$ cat config.mk
export PLATFORM = sky130hd
export DESIGN_NAME = relay_transient_test_controller
export DESIGN_NICKNAME = d
export VERILOG_FILES = /design/src/hw/rtt_pkg.sv /design/src/hw/relay_transient_test_controller.sv
export SDC_FILE = /design/constraint.sdc
export NUM_CORES = 1
export LEC_CHECK = 0
export BUFFER_PORTS_ARGS = -buffer_cell sky130_fd_sc_hd__buf_2
export CAP_MARGIN = 20
export CORE_UTILIZATION = 50
export DETAILED_ROUTE_END_ITERATION = 7
export PLACE_DENSITY_LB_ADDON = 0.05
export SETUP_SLACK_MARGIN = 0.3
export SYNTH_ARGS = -nofsm -noshare
export SYNTH_HDL_FRONTEND = slang
export SYNTH_SLANG_ARGS = --single-unit
$ cat constraint.sdc
create_clock -name hclk -period 2.75 [get_ports hclk]
set_input_delay 0.275 -clock hclk [delete_from_list [all_inputs] [get_ports hclk]]
set_output_delay 0.275 -clock hclk [all_outputs]
set_load 0.02 [all_outputs]
$ cat src/hw/rtt_pkg.sv
/*
 * shared constants and encodings of the relay transient test controller.
 * assumes a 25 MHz controller clock and a 1 ms housekeeping tick.
 */
package rtt_pkg;

  // clock and tick timing
  localparam int unsigned CLK_NS = 40;          // clock period in ns
  localparam int unsigned TICK_NS = 1000000;    // housekeeping tick, 1 ms
  localparam int unsigned TICK_CYC = TICK_NS / CLK_NS;

  // durations in ms ticks
  localparam logic [16:0] SEQ_LONG_MS = 17'd120000;  // 120 s
  localparam logic [16:0] SEQ_SHORT_MS = 17'd20000;  // 20 s
  localparam logic [16:0] SEQ_MID_MS = 17'd60000;    // 60 s
  localparam logic [10:0] HOLD_MS = 11'd2000;        // 2 s hold
  localparam logic [9:0] SEC_MS = 10'd1000;          // ticks per second
  localparam logic [8:0] FLASH_MS = 9'd500;          // lamp blink half
  localparam logic [6:0] PROBE_MS = 7'd100;          // probe burst period
  localparam logic [3:0] RELAY_HALF_MS = 4'd12;      // ~25 ms relay cycle
  localparam logic [4:0] BURST_LEN = 5'd16;          // probe window, cycles

  // lifetime thresholds in seconds
  localparam logic [18:0] LIFE_FLASH_S = 19'd324000; // 90 h
  localparam logic [18:0] LIFE_STOP_S = 19'd360000;  // 100 h

  // register byte offsets (low address bits)
  localparam logic [3:0] ADDR_STATUS = 4'h0;
  localparam logic [3:0] ADDR_HOURS = 4'h4;
  localparam logic [3:0] ADDR_CTRL = 4'h8;

  // status field positions
  localparam int STAT_TEST = 0;     // [1:0]
  localparam int STAT_PULSE = 2;    // [4:2]
  localparam int STAT_MODE = 5;     // [6:5]
  localparam int STAT_STATE = 7;    // [8:7]
  localparam int STAT_EXT = 9;
  localparam int STAT_POWER = 10;
  localparam int STAT_WEAR = 11;
  localparam int CTRL_CLR = 0;      // write 1 clears lifetime counter

  // button indices
  localparam int B_ID = 0;
  localparam int B_PULSE = 1;
  localparam int B_MODE = 2;
  localparam int B_START = 3;
  localparam int B_POWER = 4;

  typedef enum logic [1:0] {
    TEST_RADIATED = 2'b00,
    TEST_CONDUCTED = 2'b01,
    TEST_DROPOUT = 2'b10
  } test_t;

  typedef enum logic [2:0] {
    P_TYPE_ONE = 3'b000,
    P_TYPE_TWO = 3'b001,
    P_TWO_C1 = 3'b010,
    P_THREE_C2 = 3'b011,
    P_TYPE_THREE = 3'b100,
    P_DROPOUT = 3'b101
  } pulse_t;

  typedef enum logic [1:0] {
    MODE_NONE = 2'b00,
    MODE_ONE = 2'b01,
    MODE_TWO = 2'b10,
    MODE_THREE = 2'b11
  } mode_t;

  typedef enum logic [1:0] {
    ST_STOP = 2'b00,
    ST_SEQ = 2'b01,
    ST_ENDLESS = 2'b10,
    ST_WORN = 2'b11
  } state_t;

endpackage : rtt_pkg

$ cat src/hw/relay_transient_test_controller.sv
/*
 * front-panel controller of a relay transient test box: selection,
 * sequence/endless runs, unit power, trigger probing, lifetime count,
 * with an ahb-lite register slave.
 * assumes one 25 MHz clock, asynchronous active-low reset, active-high
 * button pins and a single ahb-lite master.
 */
// Contract
// - selections change only while stopped
// - each press steps selection, wrapping around
// - tests rotate radiated, conducted, dropout
// - only pulses valid for the test
// - only modes valid for test and pulse
// - start release powers unit, starts test
// - sequence lamp lit, ends after duration
// - 120 s or 20 s conducted durations
// - 60 s radiated and dropout durations
// - 2 s hold starts endless run
// - start/stop press ends any run
// - external trigger forces endless run
// - stop restores power held before start
// - power press stops test, removes power
// - conducted: power toggles, second press stops
// - power button ignored outside conducted test
// - stopped: three short probe pulses, detect bridge
// - internal trigger drives relay timing
// - trigger input accepted only while running
// - lifetime counts only in endless runs
// - exactly one run lamp while running
// - 90 h flash, 100 h steady, stop
`timescale 1ns/1ns
module relay_transient_test_controller #(
  parameter int unsigned TICK_CYCLES = rtt_pkg::TICK_CYC
) (
  // clock and reset
  input wire logic hclk,
  input wire logic hresetn,
  // ahb-lite slave
  input wire logic hsel,
  input wire logic [31:0] haddr,
  input wire logic [1:0] htrans,
  input wire logic hwrite,
  input wire logic [2:0] hsize,
  input wire logic [31:0] hwdata,
  input wire logic hready,
  output logic hreadyout,
  output logic [31:0] hrdata,
  output logic hresp,
  // panel buttons, high while pressed
  input wire logic [4:0] btn_pins,
  // trigger connectors and drives
  input wire logic trig_in_pin,
  output logic trig_out,
  output logic relay_drive,
  output logic uut_power_en,
  // lamps
  output logic [2:0] lamp_test,
  output logic [5:0] lamp_pulse,
  output logic [3:0] lamp_mode,
  output logic lamp_seq,
  output logic lamp_endless,
  output logic lamp_ext_trig,
  output logic relay_wearout_lamp
);
  import rtt_pkg::*;

  ////////////////////////////////////////////////////////////////////////
  // selection tables
  function automatic pulse_t first_pulse(input test_t t);
    case (t)
      TEST_CONDUCTED: first_pulse = P_TYPE_ONE;
      TEST_DROPOUT: first_pulse = P_DROPOUT;
      default: first_pulse = P_TYPE_TWO;
    endcase
  endfunction : first_pulse

  function automatic pulse_t next_pulse(input test_t t, input pulse_t p);
    next_pulse = first_pulse(t); // wrap by default
    if (t == TEST_CONDUCTED && p != P_THREE_C2)
      next_pulse = pulse_t'(p + 3'h1);
    if (t == TEST_RADIATED && p == P_TYPE_TWO)
      next_pulse = P_TYPE_THREE;
  endfunction : next_pulse

  function automatic mode_t first_mode(input test_t t, input pulse_t p);
    if (t == TEST_DROPOUT)
      first_mode = MODE_NONE;
    else if (t == TEST_CONDUCTED && (p == P_TYPE_ONE || p == P_TYPE_TWO))
      first_mode = MODE_ONE;
    else
      first_mode = MODE_TWO;
  endfunction : first_mode

  function automatic mode_t next_mode(input test_t t, input pulse_t p,
                                      input mode_t m);
    next_mode = first_mode(t, p);
    if (t == TEST_CONDUCTED && p == P_TYPE_ONE && m == MODE_ONE)
      next_mode = MODE_TWO;
    if (next_mode == MODE_TWO && m == MODE_TWO && p != P_TYPE_ONE)
      next_mode = MODE_THREE;
  endfunction : next_mode

  // sequence length in ms ticks
  function automatic logic [16:0] seq_len(input test_t t, input pulse_t p,
                                          input mode_t m);
    if (t == TEST_CONDUCTED)
      seq_len = (m == MODE_ONE) ? SEQ_LONG_MS : SEQ_SHORT_MS;
    else
      seq_len = SEQ_MID_MS;
  endfunction : seq_len

  ////////////////////////////////////////////////////////////////////////
  // pin synchronisers; buttons read at the second stage, trigger at the second and third
  logic [4:0] btn_s1_q, btn_s2_q;
  logic trig_s1_q, trig_s2_q, trig_s3_q;

  always_ff @(posedge hclk or negedge hresetn) begin
    if (!hresetn) begin
      btn_s1_q <= 5'h00;
      btn_s2_q <= 5'h00;
      trig_s1_q <= 1'b0;
      trig_s2_q <= 1'b0;
      trig_s3_q <= 1'b0;
    end else begin
      btn_s1_q <= btn_pins;
      btn_s2_q <= btn_s1_q;
      trig_s1_q <= trig_in_pin;
      trig_s2_q <= trig_s1_q;
      trig_s3_q <= trig_s2_q;
    end
  end

  ////////////////////////////////////////////////////////////////////////
  // 1 ms tick and button debounce
  // sampling once per ms hides contact bounce shorter than a tick
  logic [14:0] tick_q, tick_d;
  logic tick;
  logic [4:0] db_q, db_d, dbp_q, press, rel;

  assign tick = (tick_q == 15'(TICK_CYCLES - 1));
  assign press = db_q & ~dbp_q;
  assign rel = ~db_q & dbp_q;

  always_comb begin
    tick_d = tick ? 15'h0000 : tick_q + 15'h0001;
    db_d = tick ? btn_s2_q : db_q;
  end

  always_ff @(posedge hclk or negedge hresetn) begin
    if (!hresetn) begin
      tick_q <= 15'h0000;
      db_q <= 5'h00;
      dbp_q <= 5'h00;
    end else begin
      tick_q <= tick_d;
      db_q <= db_d;
      dbp_q <= db_q;
    end
  end

  ////////////////////////////////////////////////////////////////////////
  // ahb-lite slave: zero wait states, read data captured at address phase
  logic wr_pend_q, wr_pend_d;
  logic [3:0] wr_addr_q, wr_addr_d;
  logic [31:0] rdata_d;
  logic [31:0] status_w;
  logic clr_hours;
  logic addr_ph;

  assign addr_ph = hsel & htrans[1] & hready;
  assign clr_hours = wr_pend_q & (wr_addr_q == ADDR_CTRL) & hwdata[CTRL_CLR];

  ////////////////////////////////////////////////////////////////////////
  // controller state
  state_t state_q, state_d;
  test_t test_q, test_d;
  pulse_t pulse_q, pulse_d;
  mode_t mode_q, mode_d;
  logic power_q, power_d;       // unit power switch
  logic pwr_before_q, pwr_before_d;
  logic armed_q, armed_d;       // start press seen while stopped
  logic [10:0] hold_q, hold_d;
  logic [16:0] dur_q, dur_d;
  logic [9:0] sec_q, sec_d;
  logic [18:0] life_q, life_d;  // lifetime in seconds
  logic [8:0] flash_q, flash_d;
  logic blink_q, blink_d;
  logic [6:0] probe_q, probe_d;
  logic [4:0] burst_q, burst_d;
  logic [1:0] edges_q, edges_d;
  logic ext_q, ext_d;
  logic [3:0] rly_q, rly_d;
  logic trig_q, trig_d;
  logic run, start_now, stop_now;

  assign run = (state_q == ST_SEQ) || (state_q == ST_ENDLESS);

  always_comb begin
    state_d = state_q;
    test_d = test_q;
    pulse_d = pulse_q;
    mode_d = mode_q;
    power_d = power_q;
    pwr_before_d = pwr_before_q;
    armed_d = armed_q;
    hold_d = hold_q;
    dur_d = dur_q;
    sec_d = sec_q;
    life_d = life_q;
    start_now = 1'b0;
    stop_now = 1'b0;
    // selections, stopped only
    if (state_q == ST_STOP) begin
      if (press[B_ID]) begin
        test_d = (test_q == TEST_DROPOUT) ? TEST_RADIATED
                                          : test_t'(test_q + 2'h1);
        pulse_d = first_pulse(test_d);
        mode_d = first_mode(test_d, pulse_d);
      end else if (press[B_PULSE]) begin
        pulse_d = next_pulse(test_q, pulse_q);
        mode_d = first_mode(test_q, pulse_d);
      end else if (press[B_MODE]) begin
        mode_d = next_mode(test_q, pulse_q, mode_q);
      end
    end
    // start: hold for endless, release for sequence
    if (state_q == ST_STOP) begin
      if (press[B_START]) begin
        armed_d = 1'b1;
        hold_d = 11'h000;
      end else if (armed_q && db_q[B_START] && tick) begin
        hold_d = hold_q + 11'h001;
        if (hold_q == HOLD_MS - 11'h001) begin
          armed_d = 1'b0;
          start_now = 1'b1;
          state_d = ST_ENDLESS;
        end
      end else if (armed_q && rel[B_START]) begin
        armed_d = 1'b0;
        start_now = 1'b1;
        state_d = ext_q ? ST_ENDLESS : ST_SEQ;
      end
    end
    if (start_now) begin
      pwr_before_d = power_q;
      power_d = 1'b1;
      dur_d = 17'h00000;
    end
    // sequence timing
    if (state_q == ST_SEQ && tick) begin
      dur_d = dur_q + 17'h00001;
      if (dur_q == seq_len(test_q, pulse_q, mode_q) - 17'h00001)
        stop_now = 1'b1;
    end
    if (run && press[B_START])
      stop_now = 1'b1;
    if (stop_now) begin
      state_d = ST_STOP;
      armed_d = 1'b0;
      power_d = pwr_before_q;
    end
    // power button acts only on the conducted test
    if (test_q == TEST_CONDUCTED && press[B_POWER]) begin
      if (run) begin
        state_d = ST_STOP;
        armed_d = 1'b0;
        power_d = 1'b0;
      end else if (state_q == ST_STOP) begin
        power_d = ~power_q;
      end
    end
    // lifetime accumulates only in endless runs
    if (state_q == ST_ENDLESS && tick) begin
      sec_d = (sec_q == SEC_MS - 10'h001) ? 10'h000 : sec_q + 10'h001;
      if (sec_q == SEC_MS - 10'h001)
        life_d = life_q + 19'h00001;
    end
    if (clr_hours) begin
      life_d = 19'h00000;
      sec_d = 10'h000;
      if (state_q == ST_WORN)
        state_d = ST_STOP;
    end else if (life_q >= LIFE_STOP_S) begin
      state_d = ST_WORN;
      power_d = 1'b0;
    end
  end

  ////////////////////////////////////////////////////////////////////////
  // trigger probing, relay timing, lamp blink
  always_comb begin
    probe_d = probe_q;
    burst_d = burst_q;
    edges_d = edges_q;
    ext_d = ext_q;
    rly_d = rly_q;
    trig_d = 1'b0;
    flash_d = flash_q;
    blink_d = blink_q;
    if (state_q == ST_STOP) begin
      rly_d = 4'h0;
      if (burst_q != 5'h00) begin
        // pulses one cycle wide in cycles 1, 3 and 5 of the window
        burst_d = burst_q + 5'h01;
        trig_d = burst_d[0] & (burst_d < 5'h06);
        if (trig_s2_q && !trig_s3_q && edges_q != 2'h3)
          edges_d = edges_q + 2'h1;
        if (burst_q == BURST_LEN) begin
          burst_d = 5'h00;
          ext_d = (edges_d != 2'h3);
        end
      end else if (tick) begin
        probe_d = (probe_q == PROBE_MS - 7'h01) ? 7'h00 : probe_q + 7'h01;
        if (probe_q == PROBE_MS - 7'h01) begin
          burst_d = 5'h01;
          edges_d = 2'h0;
          trig_d = 1'b1;
        end
      end
    end else begin
      burst_d = 5'h00;
      trig_d = trig_q;
      if (run && !ext_q && tick) begin
        rly_d = (rly_q == RELAY_HALF_MS - 4'h1) ? 4'h0 : rly_q + 4'h1;
        if (rly_q == RELAY_HALF_MS - 4'h1)
          trig_d = ~trig_q;
      end
      // a stop drops the relay level so the first probe pulse stays short
      if (!run || state_d == ST_STOP)
        trig_d = 1'b0;
    end
    if (tick) begin
      flash_d = (flash_q == FLASH_MS - 9'h001) ? 9'h000 : flash_q + 9'h001;
      if (flash_q == FLASH_MS - 9'h001)
        blink_d = ~blink_q;
    end
  end

  ////////////////////////////////////////////////////////////////////////
  // bus next values
  always_comb begin
    status_w = 32'h00000000;
    status_w[STAT_TEST +: 2] = test_q;
    status_w[STAT_PULSE +: 3] = pulse_q;
    status_w[STAT_MODE +: 2] = mode_q;
    status_w[STAT_STATE +: 2] = state_q;
    status_w[STAT_EXT] = ext_q;
    status_w[STAT_POWER] = power_q;
    status_w[STAT_WEAR] = (life_q >= LIFE_FLASH_S);
    wr_pend_d = addr_ph & hwrite;
    wr_addr_d = haddr[3:0];
    rdata_d = hrdata;
    // unmapped addresses read as zero
    if (addr_ph && !hwrite) begin
      case (haddr[3:0])
        ADDR_STATUS: rdata_d = status_w;
        ADDR_HOURS: rdata_d = {13'h0000, life_q};
        default: rdata_d = 32'h00000000;
      endcase
    end
  end

  ////////////////////////////////////////////////////////////////////////
  // register all state and outputs
  always_ff @(posedge hclk or negedge hresetn) begin
    if (!hresetn) begin
      state_q <= ST_STOP;
      test_q <= TEST_RADIATED;
      pulse_q <= P_TYPE_TWO;
      mode_q <= MODE_TWO;
      power_q <= 1'b0;
      pwr_before_q <= 1'b0;
      armed_q <= 1'b0;
      hold_q <= 11'h000;
      dur_q <= 17'h00000;
      sec_q <= 10'h000;
      life_q <= 19'h00000;
      flash_q <= 9'h000;
      blink_q <= 1'b0;
      probe_q <= 7'h00;
      burst_q <= 5'h00;
      edges_q <= 2'h0;
      ext_q <= 1'b0;
      rly_q <= 4'h0;
      trig_q <= 1'b0;
      wr_pend_q <= 1'b0;
      wr_addr_q <= 4'h0;
      hrdata <= 32'h00000000;
      hreadyout <= 1'b0;
      hresp <= 1'b0;
      relay_drive <= 1'b0;
      lamp_test <= 3'h0;
      lamp_pulse <= 6'h00;
      lamp_mode <= 4'h0;
      lamp_seq <= 1'b0;
      lamp_endless <= 1'b0;
      lamp_ext_trig <= 1'b0;
      relay_wearout_lamp <= 1'b0;
    end else begin
      state_q <= state_d;
      test_q <= test_d;
      pulse_q <= pulse_d;
      mode_q <= mode_d;
      power_q <= power_d;
      pwr_before_q <= pwr_before_d;
      armed_q <= armed_d;
      hold_q <= hold_d;
      dur_q <= dur_d;
      sec_q <= sec_d;
      life_q <= life_d;
      flash_q <= flash_d;
      blink_q <= blink_d;
      probe_q <= probe_d;
      burst_q <= burst_d;
      edges_q <= edges_d;
      ext_q <= ext_d;
      rly_q <= rly_d;
      trig_q <= trig_d;
      wr_pend_q <= wr_pend_d;
      wr_addr_q <= wr_addr_d;
      hrdata <= rdata_d;
      hreadyout <= 1'b1;
      hresp <= 1'b0;
      relay_drive <= run & trig_s2_q;
      lamp_test <= 3'h1 << test_q;
      lamp_pulse <= 6'h01 << pulse_q;
      lamp_mode <= 4'h1 << mode_q;
      lamp_seq <= (state_q == ST_SEQ);
      lamp_endless <= (state_q == ST_ENDLESS);
      lamp_ext_trig <= ext_q;
      relay_wearout_lamp <= (state_q == ST_WORN) |
                            ((life_q >= LIFE_FLASH_S) & blink_q);
    end
  end

  assign trig_out = trig_q;
  assign uut_power_en = power_q;

  ////////////////////////////////////////////////////////////////////////
  // checks
  chk_sel_frozen: assert property (@(posedge hclk) disable iff (!hresetn)
    run |=> $stable(test_q) && $stable(pulse_q))
    else $error("selection changed during a run");
  chk_test_rotate: assert property (@(posedge hclk) disable iff (!hresetn)
    state_q == ST_STOP && press[B_ID] && test_q == TEST_DROPOUT
    |=> test_q == TEST_RADIATED && pulse_q == P_TYPE_TWO)
    else $error("test selection did not wrap");
  chk_lamp_one: assert property (@(posedge hclk) disable iff (!hresetn)
    run |=> lamp_seq != lamp_endless)
    else $error("run lamps not exclusive");
  chk_ext_endless: assert property (@(posedge hclk) disable iff (!hresetn)
    ext_q && state_q == ST_STOP |=> state_q != ST_SEQ)
    else $error("sequence started with external trigger");
  chk_start_power: assert property (@(posedge hclk) disable iff (!hresetn)
    state_q == ST_STOP ##1 run |-> power_q)
    else $error("run started without unit power");
  chk_power_stop: assert property (@(posedge hclk) disable iff (!hresetn)
    run && test_q == TEST_CONDUCTED && press[B_POWER] && !clr_hours
    |=> state_q == ST_STOP && !power_q ##1 !uut_power_en)
    else $error("power press did not stop and cut power");
  chk_power_ignored: assert property (@(posedge hclk) disable iff (!hresetn)
    state_q == ST_STOP && test_q != TEST_CONDUCTED && !armed_q
    |=> $stable(power_q))
    else $error("power changed outside conducted test");
  chk_life_endless: assert property (@(posedge hclk) disable iff (!hresetn)
    life_q != $past(life_q) && !$past(clr_hours)
    |-> $past(state_q) == ST_ENDLESS)
    else $error("lifetime counted outside endless run");
  chk_worn_stop: assert property (@(posedge hclk) disable iff (!hresetn)
    life_q >= LIFE_STOP_S && !clr_hours
    |=> state_q == ST_WORN && !power_q)
    else $error("worn relays did not stop the box");
  chk_probe_width: assert property (@(posedge hclk) disable iff (!hresetn)
    state_q == ST_STOP && state_d == ST_STOP && trig_q |=> !trig_q)
    else $error("probe pulse longer than one cycle");

endmodule : relay_transient_test_controller

==> results of run 1 <==
## stage by stage
stage | cells | cell area (um^2) | power [mW] | setup slack, ns | util [%]
4_1_cts | 1183 | 10100 | 5.63 | 0.224 | 60.5
6_report | 1191 | 10300 | 5.56 | 0.218 | 61.7
5_1_grt | 1191 | 10300 | 5.77 | 0.142 | 61.7
2_1_floorplan | 884 | 8780 | 3.02 | 0.212 | -
3_3_place_gp | 1136 | 9290 | 3.14 | 0.164 | 55.8
3_5_place_dp | 1136 | 9290 | 3.15 | 0.126 | 55.8
## path summary, 6_finish.rpt
check / end / slack (ns) / cells after the start
worst max-delay path: trig_out / 0.22 / 7
max in group asynchronous: burst_q[4] / 1.56 / 3
min in group asynchronous: lamp_pulse[0] / 0.45 / 2
worst min-delay path: wr_pend_q / 0.13 / 2
worst max register to register: trig_out / 0.22 / 7
worst min register to register: trig_s2_q / 0.35 / 0
## cell type report
class,instances,area [um^2]
clock buffer,21,480
clock inverter,11,125
fill,1407,6380
inverter,37,139
multi-input combinational,621,4040
sequential,180,4510
tap,220,275
timing repair buffer,101,703
## routing by layer
layer  up-vias  part of all wire (%)  track usage [%]
met1      3294                    46             30.0
li1       3222                     -                -
met2       148                    50             36.7
met5         -                     0                0
met4         0                  0.99             7.09
met3        13                   3.7             4.21
## registers in the layout, summed over array words and instances (netlist names), 3 cells and up
signal / count
btn_s1_q: 5
btn_s2_q: 5
burst_q: 5
db_q: 5
dbp_q: 5
dur_q: 17
flash_q: 9
hold_q: 11
hrdata: 19
lamp_mode: 4
lamp_pulse: 6
lamp_test: 3
life_q: 19
probe_q: 7
pulse_q: 3
rly_q: 4
sec_q: 10
tick_q: 15
wr_addr_q: 4
## placed cells by master (no fill, tap or decap), drive strengths merged, types with 4 or more instances in the layout
master       synthesis  final
xor2                12     12
nor3                17     17
clkinvlp             0      5
a31oi                7      7
a22o                 8      8
xnor2               35     35
inv                 37     38
dlygate4sd3          0     11
a21oi               22     22
o31ai                8      8
nand3b               4      4
or4                  7      7
conb                 2     15
buf                 20     90
nor2b               14     14
nand3               42     42
nand2b              13     13
o21ai               76     76
and4                 8      8
nand2               95     95
and3                20     20
nor3b                6      6
a222oi              11     11
nor2                79     79
ha                  21     21
clkbuf              26     21
dfrtp              178    178
nand4b               4      4
and2                13     13
mux2i                7      7
nor4                20     20
nand4               19     19
## kinds of logic after synthesis
family / count (synthesis)
flops: 180
fa+ha+maj: 21
simple gates: 371
mux: 10
xor+xnor: 47
buf+inv: 83
compound gates: 157
other cells: 2
## report_power, final
part           internal [mW]  switching [mW]
Combinational          0.112           0.239
Sequential              2.70          0.0557
Clock                   1.44            1.01
Total                   4.25            1.31
## repair_timing
action | in CTS | in global routing
buffers inserted | 4 | 6
pin swaps | 2 | 13
cloned | 0 | 2
hold buffers | 11 | 0
endpoints found under the setup margin | 42 | 63
resized for setup | 7 | 36
endpoints found under the hold margin | 78 | 0
==> impl_results.md, run 1 <==
* Yosys reg bits at 180
* Worst path most repeated cell: or4_4
* Worst EP required at 3.08 ns
* Initial antenna violation count at 0
* Die area at 17700 um^2
* Initial DRT Pass Iterations at 5
* Cells along the critical path: or4_4 > or4_4 > buf_4 > nor3_1 > xor2_1 > nand4b_1 > o221ai_1
* CTS Buffer Depth at 2
* Min Hold Slack at 0.134 ns
* CP arrival at 2.86 ns
* Clk_lat worst skew at 0.42 ns
* Post-Synthesis Cells at 871
* Average size of a mapped cell at 9.85 um^2
* Hold path start: htrans[1]
* Ys Warns at 0
* Total GRT Usage at 22.4%
* Vias in the first global route at 6634
* DRT antenna net count at 0
* Setup-failing EPs final at 0
* FFs w/ async S/R, synth at 100%
* Status: completed
* Simple-Gate Fraction of Synth Area at 22.6%
* Unique cell type count in the Yosys netlist at 58
* WL final at 18500 um
* Area Growth Syn to Fin at 19.6%
* Worst-path maximum fanout at 17
* DRC viols at 0
* Synth Area in Compound Gates at 11.4%
* RSZ-0062 raised after global routing: yes
* Clock buffer count from CTS at 17
* CTS tree: built
* WS Path Type: flop to flop
* Via count at 6677
* Slowest cell on crit path: or4_4
* Register area share after synthesis at 52.5%
* Total gr overflow at 0
* Fin. max-slew vios at 0
* Crit path time final at 2.53 ns
* Worst slew margin at 50.9%
* Maxcap violations at 0
* CP top delay family: simple AND/OR/NAND/NOR gates
* CTS Sinks at 180
* Top cells by area, synth: dfrtp_1 52%, o21ai_0 4.4%, nand2_1 4.2%
* Worst Setup SP: tick_q[9]
* Chip Width at 133 um
* Final period util at 92.1%
* Initial DRC Count at 384
* Final setup TNS at 0 ns
* Syn Std Cell Area at 8580 um^2
* CP Capture Type: flop
* Synth top cells by count: 178 x dfrtp_1, 95 x nand2_1, 79 x nor2_1, 76 x o21ai_0, 42 x nand3_1
* Worst path buffer plus inverter count at 1
* First-pass GRT wire length at 31800 um
* P per Cell Area at 542 nW/um^2
* Post-synthesis mux area share at 1.21%
* DIE HEIGHT at 133 um
* Main combinational cell family by area after synthesis: simple AND/OR/NAND/NOR gates
* Setup crit start kind: flop
* Synth Flop Type: dfrtp_1
* Num ports at 134
* Post-synth top area cell: dfrtp_1
* LEAKAGE at 4.74 nW
* Area share of fa/ha/maj cells after synthesis at 3.06%
* Launching point of the worst reg2reg path: tick_q[9]
* Post-DP HPWL at 13000 um
* Top cell type's share of synthesized area at 51.9%
* Std cell rows at 47
* Final hold vios at 0
* Largest net degree at the start of global routing at 73
* Area share of xor/xnor cells in the synthesized design at 4.80%
* Clk_skew at 0.00805 ns
* CTS root buf: clkbuf_16
* Worst vdd rail ir drop at 0.422 mV
* Layout Nets at 1059
* Number of flops mapped to enable cells by yosys at 0
* Routability Congestion at 0.853
* Port bufs at 56
* Starting density of the core at 51.6%
* Core footprint at 16600 um^2
* Max Clock Freq at 395 MHz
* Drt via density at 5.61
* H-tree depth at 4
* Diode count at 0
* Clock transition at path regs at 0.07 ns
* Hold Crit Class: input port to flop
* Dominant cell by count in the synthesized netlist: dfrtp_1
* Slew at the pin with the worst max-slew slack at 0.737 ns
* Average wire per standard cell at 15.6 um
* Layout cell share with drive strength beyond 1 at 17.1%
* Crit path largest cell delay at 0.58 ns
(Power assumes the default switching activity.)
==> inputs of run 2 (changes only) <==
==> constraint.sdc (replaced) <==
create_clock -name hclk -period 2.75 [get_ports hclk]
set_input_delay 0.6875 -clock hclk [delete_from_list [all_inputs] [get_ports hclk]]
set_output_delay 0.6875 -clock hclk [all_outputs]
set_load 0.02 [all_outputs]
==> run 2 against run 1 <==
  * Clock skew hardly changed
  * Final cell count is 0.42% lower
  * Critical path depth is 1 higher
  * Critical endpoint is now life_q[11]
  * Die area stayed put
  * Design area is 0.13% lower
  * Largest power group unchanged
==> impl_results.md, run 2 (synthesized netlist as in run 1, its figures left out) <==
* First-pass GRT wire length at 31300 um (-1.7%)
* Status: completed
* Overall Power at 5.50 mW (-1.0%)
* Worst path most repeated cell: or4_4
* Hold Crit Class: input port to asynchronous set/reset pin
* Largest regs: hrdata x19, life_q x19, dur_q x17
* Fin. max-slew vios at 0 (unchanged)
* Final core occ at 61.6% (-0.083 points)
* Final setup TNS at 0 ns (unchanged)
* Port bufs at 56 (unchanged)
* CTS Buffer Depth at 2 (unchanged)
* H-tree depth at 4 (unchanged)
* RSZ-0062 raised after global routing: yes
* Sw Ratio at 23.8% (+0.21 points)
* Slew at the pin with the worst max-slew slack at 0.686 ns (-0.0511 ns)
* Vias in the first global route at 6492 (-2.1%)
* Largest net degree at the start of global routing at 60 (-18%)
* Initial DRC Count at 399 (+3.9%)
* Cells along the critical path: or4_4 > or4_4 > o31a_1 > buf_6 > buf_16 > nor4_4 > xnor2_1 > nor2_1
* R2R Setup Slk at 0.19 ns (-0.03 ns)
* Clock transition at path regs at 0.07 ns (about the same)
* Fin area at 10300 um^2 (-0.13%)
* Routability Congestion at 0.828 (-2.9%)
* CP Capture Type: flop
* Clk_skew at 0.00784 ns (-0.000208 ns)
* Cell-internal power at 4.20 mW (-1.3%)
* Total GRT Usage at 22.1% (-0.26 points)
* Drt via density at 5.62 (+0.32%)
* DRC viols at 0 (unchanged)
* Core footprint at 16600 um^2 (unchanged)
* Crit path time final at 2.56 ns (+0.0305 ns)
* Starting density of the core at 51.6% (unchanged)
* Clk_lat worst skew at 0.43 ns (about the same)
* Worst-path maximum fanout at 5 (-12)
* Final hold vios at 0 (unchanged)
* Clock share of power at 43.5% (-0.6 points)
* LEAKAGE at 4.74 nW (about the same)
* Cell Area, Placed at 9350 um^2 (+0.62%)
* Average wire per standard cell at 15.8 um (+1.3%)
* Worst EP required at 3.07 ns (about the same)
* Worst slack at placement at 0.109 ns (-0.0171 ns)
* Layout Nets at 1054 (-0.47%)
* Worst vdd rail ir drop at 0.446 mV (+5.7%)
* Chip Width at 133 um (unchanged)
* Diode count at 0 (unchanged)
* Initial DRT Pass Iterations at 8 (+3)
* Setup ws final at 0.187 ns (-0.0305 ns)
* CP arrival at 2.88 ns (+0.02 ns)
* Total gr overflow at 0 (unchanged)
* Clock buffer count from CTS at 17 (unchanged)
* Post-DP HPWL at 13100 um (+0.78%)
* Final period util at 93.2% (+1.1 points)
* Launching point of the worst reg2reg path: tick_q[9]
* CTS Sinks at 180 (unchanged)
* Worst r2r path cells at 8 (+1)
* End of the worst register-to-register path: life_q[11]
* Std cell rows at 47 (unchanged)
* Layout cell share with drive strength beyond 1 at 17.7% (+0.61 points)
* CTS root buf: clkbuf_16
* Slowest cell on crit path: or4_4
* CTS tree: built
* Most common cell after layout, fill and taps aside: dfrtp_1
* Worst slew margin at 53.7% (+2.8 points)
* DRT antenna net count at 0 (unchanged)
* Crit path largest cell delay at 0.54 ns (-0.04 ns)
* Die area at 17700 um^2 (unchanged)
* P_sw at 1.31 mW (-0.12%)
* Maxcap violations at 0 (unchanged)
* WS Path Type: flop to flop
* Gate power share at 6.4% (about the same)
* Sequential power share at 50.2% (+0.6 points)
* DIE HEIGHT at 133 um (unchanged)
* Max Clock Freq at 390 MHz (-1.2%)
* P per Cell Area at 537 nW/um^2 (-0.89%)
* Area Growth Syn to Fin at 19.5%
* Commonest non-fill, non-tap cells in the layout: 178 x dfrtp_1, 94 x nand2_1, 78 x nor2_1, 74 x o21ai_0, 55 x buf_2
* Num ports at 134 (unchanged)
* Via count at 6670 (-0.10%)
* Initial antenna violation count at 0 (unchanged)
* Setup crit start kind: flop
* Setup-failing EPs final at 0 (unchanged)
* WL final at 18700 um (+0.83%)
[run 2: cell count changes in the layout (fill, tap and decap cells not counted), moves of 2 or more]
cell           previous run  this run
nor3_4                    2         6
inv_6                     1         3
buf_4                    24        29
clkbuf_8                  4         2
clkinvlp_4                5         3
nor3_2                    5         2
o21ai_0                  69        74
buf_2                    57        55
dlygate4sd3_1            11         0
clkinv_2                  2         4
o21ai_1                   6         1
[run 2: what timing repair did]
| action | in CTS | in global routing |
|---|---|---|
| pin swaps | 3 | 8 |
| buffers inserted | 6 | 3 |
| gates cloned | 1 | 2 |
| hold buffers | 0 | 0 |
| endpoints found under the setup margin | 44 | 75 |
| resized for setup | 17 | 22 |
[run 2: worst max-delay path by stage]
stage | start | to | slack [ns] | cells after the start
global route | tick_q[0] | life_q[11] | 0.14 | 9
detailed placement | tick_q[9] | edges_q[0] | 0.11 | 7
floorplan | tick_q[9] | life_q[14] | 0.21 | 8
global placement | tick_q[9] | life_q[3] | 0.16 | 6
finish | tick_q[9] | life_q[11] | 0.19 | 8
CTS | tick_q[9] | life_q[3] | 0.18 | 6
[run 2: layout make-up]
class	count	area (um^2)
Tap cell	220	275
Sequential cell	180	4510
Inverter	37	139
Multi-Input combinational cell	621	4050
Timing Repair Buffer	96	693
Fill cell	1377	6390
Clock buffer	20	457
Clock inverter	12	129
[run 2: routing by layer]
layer	part of all wire [%]	track usage [%]
met1	46	28.8
met2	49	36.8
met3	4.0	4.67
met4	1.3	7.15
met5	0	0
[run 2: per-stage QoR]
step,hold slack (ns),cells
5_1_grt,0.267,1186
2_1_floorplan,0.331,884
3_3_place_gp,0.333,1142
6_report,0.233,1186
3_5_place_dp,0.339,1142
4_1_cts,0.243,1181
[run 2: critical path, delay by kind of cell (launching register included)]
kind	cells	cell delay (ns)
AND/OR/NAND/NOR	4	1.26
flip-flops	1	0.39
AO/OA/AOI/OAI	1	0.35
buffers and inverters	2	0.29
XOR/XNOR	1	0.14
[run 2: power by group through the flow]
stage	Sequential, mW	Combinational [mW]	Clock, mW
floorplan	2.81	0.207	0
global placement	2.81	0.338	0
detailed placement	2.81	0.343	0
CTS	2.76	0.349	2.46
global route	2.77	0.390	2.56
finish	2.76	0.350	2.39
==> inputs of run 3 (changes only) <==
--- a/config.mk
+++ b/config.mk
@@ -5,6 +5,7 @@
 export SDC_FILE = /design/constraint.sdc
 export NUM_CORES = 1
 export LEC_CHECK = 0
+export ABC_AREA = 1
 export BUFFER_PORTS_ARGS = -buffer_cell sky130_fd_sc_hd__buf_2
 export CAP_MARGIN = 20
 export CORE_UTILIZATION = 50
==> run 3 against run 2 <==
  * Wire length down 1.3%
  * Combinational power down 44%
  * Utilization down 3.7 points
  * Via count up 2.8%
  * Sequential share of layout area up 0.87 points
  * Largest power group unchanged
  * Largest cell class unchanged
  * Maximum frequency up 12%
  * Sequential power down 2%
  * Clock power down 5%
==> impl_results.md, run 3 <==
* Dominant cell by count in the synthesized netlist: dfrtp_1
* Starting density of the core at 51.4% (-0.13 points)
* Area Growth Syn to Fin at 12.6%
* Worst slew margin at 56.2% (+2.6 points)
* Ys Warns at 0 (unchanged)
* WL final at 18400 um (-1.3%)
* Clk_lat worst skew at 0.43 ns (about the same)
* Yosys reg bits at 180 (unchanged)
* Final period util at 83.4% (-9.8 points)
* Most common cell after layout, fill and taps aside: dfrtp_1
* Layout Nets at 1191 (+13%)
* WS Path Type: flop to flop
* CTS tree: built
* FFs w/ async S/R, synth at 100% (unchanged)
* Diode count at 0 (unchanged)
* Maxcap violations at 0 (unchanged)
* Status: completed
* Cell Area, Placed at 9470 um^2 (+1.4%)
* Syn Std Cell Area at 8930 um^2 (+4.0%)
* Clock transition at path regs at 0.07 ns (about the same)
* Hold Crit Class: input port to asynchronous set/reset pin
* Std cell rows at 48 (+2.1%)
* Synth Flop Type: dfrtp_1
* Core footprint at 17400 um^2 (+4.3%)
* Post-Synthesis Cells at 1018 (+17%)
* Top cell type's share of synthesized area at 49.9% (-2.0 points)
* Total gr overflow at 0 (unchanged)
* Clk_skew at 0.00927 ns (+0.00143 ns)
* DRT antenna net count at 0 (unchanged)
* Fin area at 10100 um^2 (-1.9%)
* Worst slack at placement at 0.360 ns (+0.251 ns)
* P per Cell Area at 515 nW/um^2 (-4.2%)
* Initial DRT Pass Iterations at 4 (-4)
* Port bufs at 56 (unchanged)
* Hold_buf cts at 0 (unchanged)
* Largest regs: hrdata x19, life_q x19, dur_q x17
* Drt via density at 5.16 (-8.2%)
* Worst Setup SP: tick_q[0]
* First-pass GRT wire length at 31400 um (+0.44%)
* R2R Setup Slk at 0.46 ns (+0.27 ns)
* CTS Buffer Depth at 2 (unchanged)
* Clock buffer count from CTS at 17 (unchanged)
* RSZ-0062 raised after global routing: yes
* Worst EP required at 3.06 ns (about the same)
* Final setup TNS at 0 ns (unchanged)
* Register Area at 4510 um^2 (unchanged)
* Synth top cells by count: 178 x dfrtp_1, 174 x nand2_1, 146 x inv_1, 89 x nor2_1, 60 x nand3_1
* Average size of a mapped cell at 8.77 um^2 (-11%)
* Post-synth top area cell: dfrtp_1
* Total GRT Usage at 21.8% (-0.36 points)
* Setup-failing EPs final at 0 (unchanged)
* Crit path time final at 2.29 ns (-0.270 ns)
* CTS Sinks at 180 (unchanged)
* Launching point of the worst reg2reg path: tick_q[0]
* Setup ws final at 0.457 ns (+0.270 ns)
* Vias in the first global route at 6656 (+2.5%)
* DRC viols at 0 (unchanged)
* Initial antenna violation count at 0 (unchanged)
* DIE HEIGHT at 136 um (+2.0%)
* Max Clock Freq at 436 MHz (+12%)
* Final hold vios at 0 (unchanged)
* Num ports at 134 (unchanged)
* Number of flops mapped to enable cells by yosys at 0 (unchanged)
* Worst vdd rail ir drop at 0.410 mV (-8.2%)
* H-tree depth at 4 (unchanged)
* Count of non-filler cells in the finished layout at 1328 (+12%)
* Top cells by area, synth: dfrtp_1 50%, nand2_1 7.3%, inv_1 6.1%
* Post-DP HPWL at 13700 um (+4.5%)
* LEAKAGE at 4.91 nW (+3.4%)
* Area of the multi-input gates at 3680 um^2 (-9.1%)
* Placed cells at 1294 (+13%)
* Chip Width at 136 um (+2.0%)
* Routability Congestion at 0.891 (+7.5%)
* Die area at 18400 um^2 (+4.0%)
* FILL cells at 1564 (+14%)
* Register area share after synthesis at 50.5% (-2.0 points)
* Unique cell type count in the Yosys netlist at 60 (+3.4%)
* Commonest non-fill, non-tap cells in the layout: 178 x dfrtp_1, 174 x nand2_1, 146 x inv_1, 88 x nor2_1, 60 x nand3_1
* Fin. max-slew vios at 0 (unchanged)
* CTS root buf: clkbuf_16
* Largest net degree at the start of global routing at 57 (-5.0%)
* CP arrival at 2.61 ns (-0.27 ns)
* Worst-path maximum fanout at 22 (+17)
* Layout cell share with drive strength beyond 1 at 14.2% (-3.5 points)
* Via count at 6856 (+2.8%)
* CP Capture Type: flop
* Average wire per standard cell at 13.9 um (-12%)
* Initial DRC Count at 255 (-36%)
* Slew at the pin with the worst max-slew slack at 0.652 ns (-0.0340 ns)
* Final core occ at 57.9% (-3.7 points)
* Setup crit start kind: flop
==> run 3: repair_timing <==
| item | CTS | global route |
|---|---|---|
| buffers inserted | 0 | 2 |
| endpoints found under the setup margin | 0 | 7 |
| resized for setup | 0 | 4 |
==> run 3: worst paths after layout <==
kind,end,cells after the start
worst max-delay path,life_q[10],12
worst min-delay path,wr_addr_q[1],1
worst max register to register,life_q[10],12
worst min register to register,trig_s2_q,0
max in group asynchronous,pulse_q[0],2
min in group hclk,trig_s2_q,0
==> run 3: logic make-up (layout without fill, tap and decap cells) <==
logic type | count (synthesis) | count (layout) | share of synthesized area (%)
simple gates | 422 | 422 | 22.9
buf+inv | 190 | 262 | 8.93
flops | 180 | 180 | 50.5
compound gates | 172 | 172 | 11.6
xor+xnor | 29 | 29 | 2.85
fa+ha+maj | 21 | 21 | 2.94
other cells | 2 | 15 | 0.0841
mux | 2 | 2 | 0.224
==> run 3: power breakdown <==
group          switching (mW)  internal [mW]  total [mW]
Clock                    1.05           1.22        2.27
Combinational           0.141         0.0541       0.195
Sequential             0.0227           2.68        2.71
Total                    1.21           3.96        5.17
==> run 3: cell type report <==
| class | count | area share (%) |
|---|---|---|
| Clock buffer | 20 | 4.54 |
| Timing Repair Buffer | 72 | 4.32 |
| Multi-Input combinational cell | 661 | 36.6 |
| Inverter | 158 | 5.95 |
| Sequential cell | 180 | 44.8 |
| Clock inverter | 12 | 0.934 |
| Tap cell | 225 | 2.80 |
==> run 3: worst max-delay path: stages (launching register included) <==
cell,delay (ns)
dfrtp_1,0.37
ha_2,0.22
nand4_1,0.12
nor4_1,0.19
nand2_1,0.19
inv_4,0.14
nand2_1,0.10
nand2_4,0.15
nand2_4,0.08
buf_4,0.22
nor3_2,0.21
a21o_1,0.15
nor2_1,0.04
==> run 3: layer usage <==
layer  vias up  GRT usage, %  wire [um]
li1       3502             -          -
met1      3254          29.5       8930
met2        81          35.1       8740
met3        19          4.53        518
met4         0          6.24        248
met5         -             0          0
==> run 3: through the flow <==
| stage | hold slack [ns] | power [mW] |
|---|---|---|
| 5_1_grt | 0.226 | 5.37 |
| 2_1_floorplan | 0.331 | 2.86 |
| 3_5_place_dp | 0.336 | 2.96 |
| 4_1_cts | 0.211 | 5.25 |
| 6_report | 0.200 | 5.17 |
| 3_3_place_gp | 0.332 | 2.96 |
